<file path="src/mhu_regs.svh">
/*
  constants for the metering host uart port: timing, frame, register map.
  assumes a 100 MHz system clock shared by both ends.
*/
`ifndef MHU_REGS_SVH
`define MHU_REGS_SVH
`define MHU_CLK_MHZ 100
`define MHU_FRAME_BITS 10
`define MHU_OVS 8
`define MHU_BAUD_SCALE 524288
`define MHU_BAUD_DEF_RATE 600
`define MHU_REF_MCLK_HZ 4096000
`define MHU_BAUD_DIV_DEFAULT ((`MHU_BAUD_DEF_RATE*`MHU_BAUD_SCALE+`MHU_REF_MCLK_HZ/2)/`MHU_REF_MCLK_HZ)
`define MHU_RST_HOLD_NS 120000
`define MHU_RST_HOLD_CYC ((`MHU_RST_HOLD_NS*`MHU_CLK_MHZ)/1000)
`define MHU_RST_MARGIN_CYC 100
`define MHU_DEV_CFG0 2'h0
`define MHU_DEV_OUTCFG 2'h1
`define MHU_DEV_SERCTL 2'h2
`define MHU_DEV_DSTAT 2'h3
`define MHU_CFG0_RESET 24'h000000
`define MHU_OUTCFG_RESET 24'h000000
`define MHU_CFG0_GAIN_BIT 0
`define MHU_A_CTRL 12'h000
`define MHU_A_TXD 12'h004
`define MHU_A_RXD 12'h008
`define MHU_A_STAT 12'h00C
`define MHU_A_MASK 12'h010
`define MHU_CTRL_RST_BIT 16
`define MHU_ST_RX 0
`define MHU_ST_TXT 1
`define MHU_ST_FERR 2
`define MHU_ST_OVR 3
`define MHU_ST_RSTD 4
`define MHU_ST_W 5
`endif

</file>
<file path="src/mhu_pkg.sv">
/*
  types for the metering host uart port.
  assumes nothing beyond the regs header.
*/
`default_nettype none
package mhu_pkg;
  typedef enum logic [0:0] {TX_IDLE, TX_SHIFT} mhu_tx_st_t;
  typedef enum logic [0:0] {RX_IDLE, RX_RECV} mhu_rx_st_t;
  typedef enum logic [1:0] {DEV_RUN, DEV_HALT, DEV_INIT} mhu_dev_st_t;
  typedef enum logic [1:0] {DO_PULSE, DO_IRQ, DO_ZC, DO_DIR} mhu_do_sel_t;
endpackage
`default_nettype wire

</file>
<file path="src/mhu_link_if.sv">
/*
  serial link between device end and host end.
  assumes the testbench instantiates it and joins both ends.
*/
`timescale 1ns/1ps
`default_nettype none
interface mhu_link_if;
  logic dev_to_host;
  logic host_to_dev;
  logic dev_reset_n;
  logic dig_out;
  modport dev (output dev_to_host, output dig_out, input host_to_dev, input dev_reset_n);
  modport host (input dev_to_host, input dig_out, output host_to_dev, output dev_reset_n);
endinterface
`default_nettype wire

</file>
<file path="src/mhu_dev.sv">
/*
  device end: serial port, reset filter and init, configuration registers,
  digital output selection.
  assumes dev_reset_n and host_to_dev arrive asynchronously on the link;
  register port and event inputs come from logic on clk_i.
*/
// Our own choice: the APB register port.
// Operation
// - full-duplex asynchronous link over two data wires
// - ten-bit frame: start, eight data, stop
// - data bits travel least significant first
// - bit rate = divisor times clock over 524288
// - after reset 600 baud at 4.096MHz
// - at most 512K baud at 4.096MHz
// - reset low over 120us halts everything
// - reset release runs default-loading init sequence
// - device drives tx line, listens on rx
// - digital output carries one of four functions
// - current gain selects 10x or 50x
`timescale 1ns/1ps
`default_nettype none
`include "mhu_regs.svh"
module mhu_dev #(
  parameter int RST_HOLD_CYC = `MHU_RST_HOLD_CYC
) (
  input wire logic clk_i,
  input wire logic rst_i,
  mhu_link_if.dev link,
  input wire logic reg_wr_i,
  input wire logic [1:0] reg_addr_i,
  input wire logic [23:0] reg_wdata_i,
  output logic [23:0] reg_rdata_o,
  input wire logic [7:0] tx_data_i,
  input wire logic tx_valid_i,
  output logic tx_ready_o,
  output logic [7:0] rx_data_o,
  output logic rx_valid_o,
  input wire logic ev_pulse_i,
  input wire logic ev_irq_i,
  input wire logic ev_zc_i,
  input wire logic ev_dir_i,
  output logic gain_x50_o,
  output logic running_o
);
  localparam int CW = $clog2(RST_HOLD_CYC + 1);
  localparam logic [CW-1:0] HOLD = CW'(RST_HOLD_CYC);
  localparam logic [1:0] INIT_LAST = `MHU_DEV_SERCTL;
  typedef struct packed {
    mhu_pkg::mhu_dev_st_t st;
    logic [2:0] sync;
    logic filt;
    logic [CW-1:0] lowcnt;
    logic [1:0] init_idx;
    logic [23:0] cfg0;
    logic [23:0] outcfg;
    logic [23:0] serctl;
    logic ferr;
    logic [23:0] rdata;
    logic dout;
  } mhu_dev_reg_t;
  mhu_dev_reg_t r;
  mhu_dev_reg_t n;
  logic u_tx;
  logic u_rdy;
  logic u_rv;
  logic u_fe;
  logic [7:0] u_rd;
  logic run;

  function automatic logic [23:0] def_val(input logic [1:0] idx);
    case (idx)
      `MHU_DEV_CFG0: def_val = `MHU_CFG0_RESET;
      `MHU_DEV_OUTCFG: def_val = `MHU_OUTCFG_RESET;
      `MHU_DEV_SERCTL: def_val = 24'(`MHU_BAUD_DIV_DEFAULT);
      default: def_val = 24'h000000;
    endcase
  endfunction

  assign run = (r.st == mhu_pkg::DEV_RUN);

  mhu_uart u_uart (
    .clk_i(clk_i),
    .rst_i(rst_i),
    .soft_rst_i(!run),
    .divisor_i(r.serctl[15:0]),
    .rx_pin_i(link.host_to_dev),
    .tx_pin_o(u_tx),
    .tx_data_i(tx_data_i),
    .tx_valid_i(tx_valid_i && run),
    .tx_ready_o(u_rdy),
    .rx_data_o(u_rd),
    .rx_valid_o(u_rv),
    .rx_ferr_o(u_fe)
  );

  always_comb
  begin
    n = r;
    // reset pin filter
    n.sync = {r.sync[1:0], link.dev_reset_n};
    if (r.sync[1] == r.sync[2])
    begin
      n.filt = r.sync[2];
    end
    if (r.filt)
    begin
      n.lowcnt = '0;
    end
    else if (r.lowcnt != HOLD)
    begin
      n.lowcnt = r.lowcnt + 1'b1;
    end
    case (r.st)
      mhu_pkg::DEV_RUN:
      begin
        if (reg_wr_i)
        begin
          case (reg_addr_i)
            `MHU_DEV_CFG0: n.cfg0 = reg_wdata_i;
            `MHU_DEV_OUTCFG: n.outcfg = reg_wdata_i;
            `MHU_DEV_SERCTL: n.serctl = reg_wdata_i;
            `MHU_DEV_DSTAT: n.ferr = r.ferr && !reg_wdata_i[0];
            default: n.ferr = r.ferr;
          endcase
        end
        if (u_fe)
        begin
          n.ferr = 1'b1;
        end
      end
      mhu_pkg::DEV_HALT:
      begin
        n.cfg0 = 24'h000000;
        n.outcfg = 24'h000000;
        n.serctl = 24'h000000;
        n.ferr = 1'b0;
        if (r.filt)
        begin
          n.st = mhu_pkg::DEV_INIT;
          n.init_idx = 2'h0;
        end
      end
      mhu_pkg::DEV_INIT:
      begin
        case (r.init_idx)
          `MHU_DEV_CFG0: n.cfg0 = def_val(r.init_idx);
          `MHU_DEV_OUTCFG: n.outcfg = def_val(r.init_idx);
          default: n.serctl = def_val(r.init_idx);
        endcase
        if (r.init_idx == INIT_LAST)
        begin
          n.st = mhu_pkg::DEV_RUN;
        end
        else
        begin
          n.init_idx = r.init_idx + 2'h1;
        end
      end
      default: n.st = mhu_pkg::DEV_HALT;
    endcase
    if (r.lowcnt == HOLD)
    begin
      n.st = mhu_pkg::DEV_HALT;
    end
    case (reg_addr_i)
      `MHU_DEV_CFG0: n.rdata = r.cfg0;
      `MHU_DEV_OUTCFG: n.rdata = r.outcfg;
      `MHU_DEV_SERCTL: n.rdata = r.serctl;
      default: n.rdata = {22'h0, run, r.ferr};
    endcase
    n.dout = 1'b0;
    if (run)
    begin
      case (mhu_pkg::mhu_do_sel_t'(r.outcfg[1:0]))
        mhu_pkg::DO_PULSE: n.dout = ev_pulse_i;
        mhu_pkg::DO_IRQ: n.dout = ev_irq_i;
        mhu_pkg::DO_ZC: n.dout = ev_zc_i;
        mhu_pkg::DO_DIR: n.dout = ev_dir_i;
        default: n.dout = 1'b0;
      endcase
    end
  end

  always_ff @(posedge clk_i or posedge rst_i)
  begin
    if (rst_i)
    begin
      r <= '0;
      r.st <= mhu_pkg::DEV_INIT;
      r.sync <= 3'h7;
      r.filt <= 1'b1;
    end
    else
    begin
      r <= n;
    end
  end

  // device drives only its transmit line and dig_out
  assign link.dev_to_host = u_tx;
  assign link.dig_out = r.dout;
  assign reg_rdata_o = r.rdata;
  assign tx_ready_o = u_rdy;
  assign rx_data_o = u_rd;
  assign rx_valid_o = u_rv;
  assign gain_x50_o = r.cfg0[`MHU_CFG0_GAIN_BIT];
  assign running_o = run;
endmodule
`default_nettype wire

</file>
<file path="src/mhu_uart.sv">
/*
  uart engine: fractional baud generator, transmitter, receiver.
  assumes rx_pin_i is asynchronous; all else on clk_i.
*/
`timescale 1ns/1ps
`default_nettype none
`include "mhu_regs.svh"
module mhu_uart (
  input wire logic clk_i,
  input wire logic rst_i,
  input wire logic soft_rst_i,
  input wire logic [15:0] divisor_i,
  input wire logic rx_pin_i,
  output logic tx_pin_o,
  input wire logic [7:0] tx_data_i,
  input wire logic tx_valid_i,
  output logic tx_ready_o,
  output logic [7:0] rx_data_o,
  output logic rx_valid_o,
  output logic rx_ferr_o
);
  localparam int TKW = $clog2(`MHU_OVS);
  localparam logic [TKW-1:0] TK_LAST = TKW'(`MHU_OVS - 1);
  localparam logic [TKW-1:0] TK_MID = TKW'(`MHU_OVS / 2 - 1);
  localparam logic [3:0] BIT_LAST = 4'(`MHU_FRAME_BITS - 1);
  typedef struct packed {
    logic [15:0] acc;
    logic tick;
    mhu_pkg::mhu_tx_st_t tx_st;
    logic [8:0] tx_sh;
    logic [3:0] tx_bit;
    logic [TKW-1:0] tx_tk;
    logic txd;
    logic [2:0] sync;
    logic filt;
    mhu_pkg::mhu_rx_st_t rx_st;
    logic [3:0] rx_bit;
    logic [TKW-1:0] rx_tk;
    logic [7:0] rx_sh;
    logic [7:0] rx_dat;
    logic rx_v;
    logic rx_e;
  } mhu_uart_st_t;
  mhu_uart_st_t r;
  mhu_uart_st_t n;
  always_comb
  begin
    n = r;
    n.rx_v = 1'b0;
    n.rx_e = 1'b0;
    // eight ticks per bit: rate = div * clk / 524288
    {n.tick, n.acc} = {1'b0, r.acc} + {1'b0, divisor_i};
    n.sync = {r.sync[1:0], rx_pin_i};
    if (r.sync[1] == r.sync[2])
    begin
      n.filt = r.sync[2];
    end
    case (r.tx_st)
      mhu_pkg::TX_IDLE:
        if (tx_valid_i)
        begin
          n.tx_st = mhu_pkg::TX_SHIFT;
          n.tx_sh = {1'b1, tx_data_i};
          n.txd = 1'b0;
          n.tx_bit = 4'h0;
          n.tx_tk = '0;
        end
      mhu_pkg::TX_SHIFT:
        if (r.tick)
        begin
          n.tx_tk = r.tx_tk + 1'b1;
          if (r.tx_tk == TK_LAST)
          begin
            if (r.tx_bit == BIT_LAST)
            begin
              n.tx_st = mhu_pkg::TX_IDLE;
            end
            else
            begin
              n.txd = r.tx_sh[0];
              n.tx_sh = {1'b1, r.tx_sh[8:1]};
              n.tx_bit = r.tx_bit + 4'h1;
            end
          end
        end
      default: n.tx_st = mhu_pkg::TX_IDLE;
    endcase
    case (r.rx_st)
      mhu_pkg::RX_IDLE:
        if (!r.filt)
        begin
          n.rx_st = mhu_pkg::RX_RECV;
          n.rx_tk = '0;
          n.rx_bit = 4'h0;
        end
      mhu_pkg::RX_RECV:
        if (r.tick)
        begin
          n.rx_tk = r.rx_tk + 1'b1;
          if (r.rx_tk == TK_MID)
          begin
            n.rx_bit = r.rx_bit + 4'h1;
            if (r.rx_bit == 4'h0)
            begin
              if (r.filt)
              begin
                n.rx_st = mhu_pkg::RX_IDLE;
              end
            end
            else if (r.rx_bit == BIT_LAST)
            begin
              n.rx_st = mhu_pkg::RX_IDLE;
              n.rx_v = r.filt;
              n.rx_e = !r.filt;
              if (r.filt)
              begin
                n.rx_dat = r.rx_sh;
              end
            end
            else
            begin
              n.rx_sh = {r.filt, r.rx_sh[7:1]};
            end
          end
        end
      default: n.rx_st = mhu_pkg::RX_IDLE;
    endcase
    if (soft_rst_i)
    begin
      n.tx_st = mhu_pkg::TX_IDLE;
      n.rx_st = mhu_pkg::RX_IDLE;
      n.txd = 1'b1;
      n.acc = 16'h0000;
      n.tick = 1'b0;
    end
  end
  always_ff @(posedge clk_i or posedge rst_i)
  begin
    if (rst_i)
    begin
      r <= '0;
      r.txd <= 1'b1;
      r.sync <= 3'h7;
      r.filt <= 1'b1;
    end
    else
    begin
      r <= n;
    end
  end
  assign tx_pin_o = r.txd;
  assign tx_ready_o = (r.tx_st == mhu_pkg::TX_IDLE) && !soft_rst_i;
  assign rx_data_o = r.rx_dat;
  assign rx_valid_o = r.rx_v;
  assign rx_ferr_o = r.rx_e;
endmodule
`default_nettype wire

</file>
<file path="src/flat_wrapper.sv">
// flat-port wrapper written by rule: the top's interface ports become plain ports
module mhu_dev_flat 
#(
  parameter int RST_HOLD_CYC = `MHU_RST_HOLD_CYC
)
  (clk_i, rst_i, reg_wr_i, reg_addr_i, reg_wdata_i, reg_rdata_o, tx_data_i, tx_valid_i, tx_ready_o, rx_data_o, rx_valid_o, ev_pulse_i, ev_irq_i, ev_zc_i, ev_dir_i, gain_x50_o, running_o, link_dev_to_host, link_dig_out, link_host_to_dev, link_dev_reset_n);
  mhu_link_if link_i ();
  input wire logic clk_i;
  input wire logic rst_i;
  input wire logic reg_wr_i;
  input wire logic [1:0] reg_addr_i;
  input wire logic [23:0] reg_wdata_i;
  output logic [23:0] reg_rdata_o;
  input wire logic [7:0] tx_data_i;
  input wire logic tx_valid_i;
  output logic tx_ready_o;
  output logic [7:0] rx_data_o;
  output logic rx_valid_o;
  input wire logic ev_pulse_i;
  input wire logic ev_irq_i;
  input wire logic ev_zc_i;
  input wire logic ev_dir_i;
  output logic gain_x50_o;
  output logic running_o;
  output wire logic [$bits(link_i.dev_to_host)-1:0] link_dev_to_host;
  output wire logic [$bits(link_i.dig_out)-1:0] link_dig_out;
  input wire logic [$bits(link_i.host_to_dev)-1:0] link_host_to_dev;
  input wire logic [$bits(link_i.dev_reset_n)-1:0] link_dev_reset_n;
  assign link_dev_to_host = link_i.dev_to_host;
  assign link_dig_out = link_i.dig_out;
  assign link_i.host_to_dev = link_host_to_dev;
  assign link_i.dev_reset_n = link_dev_reset_n;
  mhu_dev #(.RST_HOLD_CYC(RST_HOLD_CYC)) u_core (.clk_i(clk_i), .rst_i(rst_i), .link(link_i), .reg_wr_i(reg_wr_i), .reg_addr_i(reg_addr_i), .reg_wdata_i(reg_wdata_i), .reg_rdata_o(reg_rdata_o), .tx_data_i(tx_data_i), .tx_valid_i(tx_valid_i), .tx_ready_o(tx_ready_o), .rx_data_o(rx_data_o), .rx_valid_o(rx_valid_o), .ev_pulse_i(ev_pulse_i), .ev_irq_i(ev_irq_i), .ev_zc_i(ev_zc_i), .ev_dir_i(ev_dir_i), .gain_x50_o(gain_x50_o), .running_o(running_o));
endmodule
</file>
<file path="config.mk">
export PLATFORM = sky130hd
export DESIGN_NAME = mhu_dev_flat
export DESIGN_NICKNAME = d
export VERILOG_FILES = /design/src/mhu_pkg.sv /design/src/mhu_link_if.sv /design/src/mhu_dev.sv /design/src/mhu_uart.sv /design/src/flat_wrapper.sv
export VERILOG_INCLUDE_DIRS = /design/src
export SDC_FILE = /design/constraint.sdc
export NUM_CORES = 1
export LEC_CHECK = 0
export BUFFER_PORTS_ARGS = -buffer_cell sky130_fd_sc_hd__buf_2
export CAP_MARGIN = 20
export CORE_ASPECT_RATIO = 0.5
export CORE_UTILIZATION = 25
export DETAILED_ROUTE_END_ITERATION = 7
export GPL_TIMING_DRIVEN = 0
export PLACE_DENSITY = 0.51
export SYNTH_ARGS = -nofsm -noshare
export SYNTH_HDL_FRONTEND = slang
export SYNTH_SLANG_ARGS = --single-unit
</file>
<file path="constraint.sdc">
create_clock -name clk_i -period 6.4 [get_ports clk_i]
set_input_delay 1.28 -clock clk_i [delete_from_list [all_inputs] [get_ports clk_i]]
set_output_delay 1.28 -clock clk_i [all_outputs]
set_load 0.1 [all_outputs]
</file>
== Yosys cells after proc, flatten, opt, wreduce, memory -nomap -nowiden ==
Cells that the tools add are included.

* Shift-type cells: 0
* Equality and inequality tests: 43
* Add/subtract/negate cells: 7
* Bitwise gates (word level): 4
* Muxes and demuxes: 48
* Multipliers: 0
* Reduce and logical (&&, ||, !) cells: 28
* Divide/modulo/power cells: 0
* Magnitude comparators: 0

{| class="wikitable"
|+ Operator list
! kind !! count
|-
| one-hot mux 72 bit (3 select lines) || 1
|-
| 2-to-1 mux 24 bit || 6
|-
| 2-to-1 mux 18 bit || 5
|-
| 2-to-1 mux 73 bit || 1
|-
| one-hot mux 24 bit (3 select lines) || 1
|-
| 2-to-1 mux 14 bit || 3
|-
| one-hot mux 18 bit (2 select lines) || 1
|-
| 2-to-1 mux 26 bit || 1
|-
| 2-to-1 mux 8 bit || 3
|-
| inequality test 2 bit, second input constant || 12
|-
| AND reduction 4 bit || 5
|-
| inequality test 3 bit, second input constant || 6
|-
| adder 16 x 16 -> 17 bit || 1
|-
| one-hot mux 8 bit (2 select lines) || 1
|-
| adder 14 x 1 -> 14 bit, second input constant || 1
|-
| equality test 14 bit, second input constant || 1
|-
| inequality test 14 bit, second input constant || 1
|-
| 2-to-1 mux 13 bit || 1
|-
| equality test 2 bit, second input constant || 6
|-
| 2-to-1 mux 2 bit || 6
|-
| AND reduction 3 bit || 4
|-
| 2-to-1 mux 1 bit || 11
|-
| 2-to-1 mux 10 bit || 1
|-
| inequality test 2 x 1 -> 1 bit, second input constant || 5
|-
| other kinds (26) || 46
|}

* Latch bits: 0
* ROM bits: 0
* Memories: 0
* Output and inout port bits: 38
* Input port bits: 44
* Flip-flop bits (word level): 185
* Memory bits (writable): 0

== Logic depth before layout (Yosys ltp) ==
* Depth in word-level cells: 7
* Depth in mapped cells: 9
* Gate-level depth less buffers: 9

== Cells and area by module ==
A second synthesis with hierarchy kept.

* Cells, all modules: 847
* Area, all modules: 8718.4 µm²

{| class="wikitable"
|+ By module, submodules not included
! module !! times used !! area each (µm²) !! cells each
|-
| mhu_dev || 1 || 5235.0 || 515
|-
| mhu_uart || 1 || 3483.3 || 332
|}

== Least setup slack after synthesis ==
OpenSTA, ideal clock, no wires.

* Kind: register to output
* Start point: register u_core.r[118] (netlist name)
* End point: output tx_ready_o
* Path slack: 1.915 ns
* Path buffers: 2
* Arrival: 3.205 ns
* Data required time: 5.120 ns
* Cell stages (with the launch flop): 6
* Cells stage by stage: dfrtp_1 inv_1 ha_1 buf_2 clkbuf_1 nor2b_1

* Cells in the longest elaborated chain, start to end: 2

{| class="wikitable"
|+ Ends and longest elaborated chain
! element !! RTL line !! source
|-
| start, declared || mhu_dev.sv:61 || <nowiki>mhu_dev_reg_t r;</nowiki>
|-
| start signal, assigned || mhu_dev.sv:195 || <nowiki>r <= n;</nowiki>
|-
| logical NOT 2 bit || mhu_dev.sv:79 || <nowiki>assign run = (r.st == mhu_pkg::DEV_RUN);</nowiki>
|-
| named net running_o || flat_wrapper.sv:24 || <nowiki>output logic running_o;</nowiki>
|-
| logical AND 1 bit || mhu_uart.sv:152 || <nowiki>assign tx_ready_o = (r.tx_st == mhu_pkg::TX_IDLE) && !soft_rst_i;</nowiki>
|-
| end, declared || flat_wrapper.sv:16 || <nowiki>output logic tx_ready_o;</nowiki>
|}

The timed path passes the listed nets, and every way through them passes these cells.

== Worst setup path in the final report ==
* Start point: register u_core.r[118] (netlist name)
* End point: output tx_ready_o

* Cells in the longest elaborated chain, start to end: 2

{| class="wikitable"
|+ Ends and longest elaborated chain
! element !! RTL line
|-
| logical NOT 2 bit || mhu_dev.sv:79
|-
| logical AND 1 bit || mhu_uart.sv:152
|}

Every way passes these cells.

==> summary.md <==
| Metric | Value |
|---|---|
| 1st-pass router iterations | 4 |
| Hold path endpoint | u_core.u_uart.n[29] |
| CP endpoint kind | output pin |
| Hold_buf cts | 0 |
| Clk Tree Root Cell | clkbuf_16 |
| Routed wire per std cell | ~14 µm |
| Row cnt | 47 |
| Synthesized area per cell | between 10 and 15 µm² |
| Fin crit period | 3.96 ns |
| Hold Crit Depth | 0 |
| Setup Viol. Count Final | 0 |
| Worst vdd ir | 0.209 mV |
| Die Footprint | 34700 µm² |
| Netlist cell types | 59 |
| Syn_nets | 908 |
| Leading area contributor after synthesis | dfrtp_1 |
| Core Area | 33200 µm² |
| Syn-to-layout area delta | 18.9% |
| Synth cell count leaders | dfrtp_1 (175), nand2_1 (165), o21ai_1 (77), o21ai_0 (39) |
| R2R Setup Slk | 3.58 ns |
| Largest net degree at the start of global routing | 120 |
| Mapped cell area | 8490 µm² |
| CTS buffer count | 17 |
| Post-synthesis compound-gate area fraction | 12.3% |
| Post-CTS Resized | 0 |
| Slew Limit Fails | 0 |
| FF-to-FF path depth | 9 |
| Clk_lat worst skew | 0.43 ns |
| Setup Buffers After CTS | 0 |
| PortBufs | 79 |
| H-Tree Depth | 4 |
| Cell count after synthesis | 830 |
| Worst R2R End | u_core.u_uart.r[48] |
| EDFF count, synth | 0 |
| Post-route DRC | 0 |
| Status | finished clean |
| Cell area after layout | 10100 µm² |
| RSZ-0062 raised after global routing | false |
| CTS tree | yes |
| Worst path cell trace | inv_1 -> ha_1 -> buf_2 -> clkbuf_1 -> nor2b_1 -> buf_2 |
| Finished Layout Cells | 1383 |
| Clock Skews | 0.00965 ns |
| Most common cell on crit path | buf_2 |
| Largest cells by area after synthesis | dfrtp_1 (52%), nand2_1 (7.3%), ha_1 (4.9%) |
| Final Hold Violating Endpoints | 0 |
| Fmax | 0.253 GHz |
| Worst slew margin | approximately half |
| Ys Warns | 0 |
| Initial core utilization | 25.5% |
| Least-Margin Pin Slew | around 0.74 ns |
| First-pass GRT wire length | 32800 µm |
| WP data required | 5.12 ns |
| Simple logic cell fraction of the synthesized area | 14.3% |
| Startpoint class of the critical path | flop |
| Final #Nets | slightly above 1000 |
| Hold_ws | 0.357 ns |
| Post-synthesis async set-or-reset flop share | 100% |
| Global route overflow | 0 |
| Post-DRT Antenna Nets | 0 |
| DR vias | 6091 |
| Top-area cell type share of the netlist area | 51.6% |
| Main combinational cell family by area after synthesis | simple AND/OR/NAND/NOR gates |
| Diodes inserted | 0 |
| Synth Area in XOR/XNOR | under 10% |
| IO Pins | 82 |
| Routed WL | about 20000 µm |
| Hold_sp | u_core.u_uart.n[28] |
| Max-cap violations | 0 |
| Register bit total from synthesis | 185 |
| GRT Util Overall | about an eighth |
| Dpl cell area | 9470 µm² |
| Worst path max stage delay | between 0.5 and 0.6 ns |
| Initial antenna violation count | 1 |
| PD cells | 369 nW/µm² |
| Sequential area share after synthesis | 54.7% |
| Vias per std cell | 4.40 |
| Ys flop type | dfrtp_1 |
| Post-synthesis adder-cell area fraction | under 10% |
| Die height | between 100 and 150 µm |
| CP max-delay cell | clkbuf_1 |
| Routability cong. | approximately 0.81 |
| Initial drt markers | ~350 |
| Mux cell area share after synthesis | 4.94% |
| Die Wd | between 200 and 300 µm |
| Share of layout cells above drive strength 1 | between 10% and 20% |
| Placed cells | ~1400 |
| Fin crit share | 61.9% |
| Detailed Place HPWL | roughly 14000 µm |
| Clock tree buffer depth | 2 |
| Hold crit path type | flop to flop |
| CP arrival | approximately 2.7 ns |
| CTS sink cnt | 185 |
| LEAKAGE | 4.83 nW |
| CP Class | flop to output pin |
| Fin util | 30.4% |
| Vias in the first global route | 6256 |
| Worst r2r src | u_core.r[26] |
| CP Max Fanout | 10 |
| Register clock-pin slew on the reported worst setup and hold paths | about 0.070 ns |
| Most common cell in the netlist | dfrtp_1 |
-- per-layer routing --
metal	wire length [µm]	global-route usage, %
met3	487	1.96
met2	9500	19.2
met1	9470	16.1
met4	248	3.73
met5	0	0
-- flip-flops by register name (all words and copies together), names as in the netlist --
| signal | count |
|---|---|
| u_core.r | 92 |
| u_core.u_uart.r | 52 |
| u_core.reg_rdata_o | 24 |
| u_core.u_uart.rx_data_o | 8 |
| u_core.n | 2 |
| u_core.u_uart.n | 2 |
| u_core.gain_x50_o | 1 |
| u_core.link.dig_out | 1 |
| u_core.u_uart.rx_ferr_o | 1 |
| u_core.u_uart.rx_valid_o | 1 |
| u_core.u_uart.tx_pin_o | 1 |
-- through the flow --
step	setup WS, ns	setup TNS (ns)	power, W
after floorplan	0.108	0	0.00242
after global routing	2.29	0	0.00397
after global placement	-2.05	-357.25	0.00261
after CTS	2.37	0	0.00376
after detailed placement	2.85	0	0.00264
final	2.44	0	0.00373
-- critical path, delay by kind of cell, from the launching register on --
kind                       cells  cell delay, ns
DFF                            1            0.41
and+or+nand+nor                1            0.24
buffers and inverters          4            1.38
adders and majority gates      1            0.23
-- cells in the final DEF (no fill, tap or decap), types with 5 or more instances in the layout --
master / instances
clkbuf_1: 24
a21oi_1: 27
inv_1: 19
nor2_1: 33
buf_4: 32
nor2b_1: 6
buf_2: 94
clkbuf_16: 17
xor2_1: 14
nand3_1: 14
ha_1: 33
o21ai_0: 39
mux2_1: 8
a22oi_1: 8
mux2i_1: 25
and3_1: 11
o21ai_1: 77
dfstp_2: 10
a21o_1: 5
xnor2_1: 12
and2_1: 13
dfrtp_1: 175
nand2_1: 165
-- where the power goes --
group          switching [W]  internal, W  total, W
sequential          0.000118      0.00140   0.00152
combinational       0.000662     0.000432   0.00109
clock               0.000473     0.000640   0.00111
total                0.00125      0.00247   0.00373
-- layout make-up --
class | count | area, µm²
Fill cell | 3421 | 23100
Clock buffer | 19 | 453
Tap cell | 441 | 552
Sequential cell | 185 | 4640
Timing Repair Buffer | 80 | 423
Buffer | 71 | 405
Multi-Input combinational cell | 552 | 3360
Clock inverter | 13 | 168
Inverter | 22 | 90.1
-- cell families after synthesis --
group                    after synthesis
adder cells (fa/ha/maj)               36
AND/OR/NAND/NOR                      271
buffers and inverters                 93
flip-flops                           185
AO/OA/AOI/OAI                        182
multiplexers                          37
XOR/XNOR                              26
-- worst max-delay path by stage --
stage,slack [ns],to,cells after the start,startpoint
global placement,-2.05,u_core.reg_rdata_o[8],2,rst_i
global route,2.29,tx_ready_o,6,u_core.r[118]
floorplan,0.11,u_core.gain_x50_o,1,rst_i
detailed placement,2.85,tx_ready_o,6,u_core.r[118]
CTS,2.37,tx_ready_o,6,u_core.r[118]
finish,2.44,tx_ready_o,6,u_core.r[118]
Power figures use the tool's default switching activity.
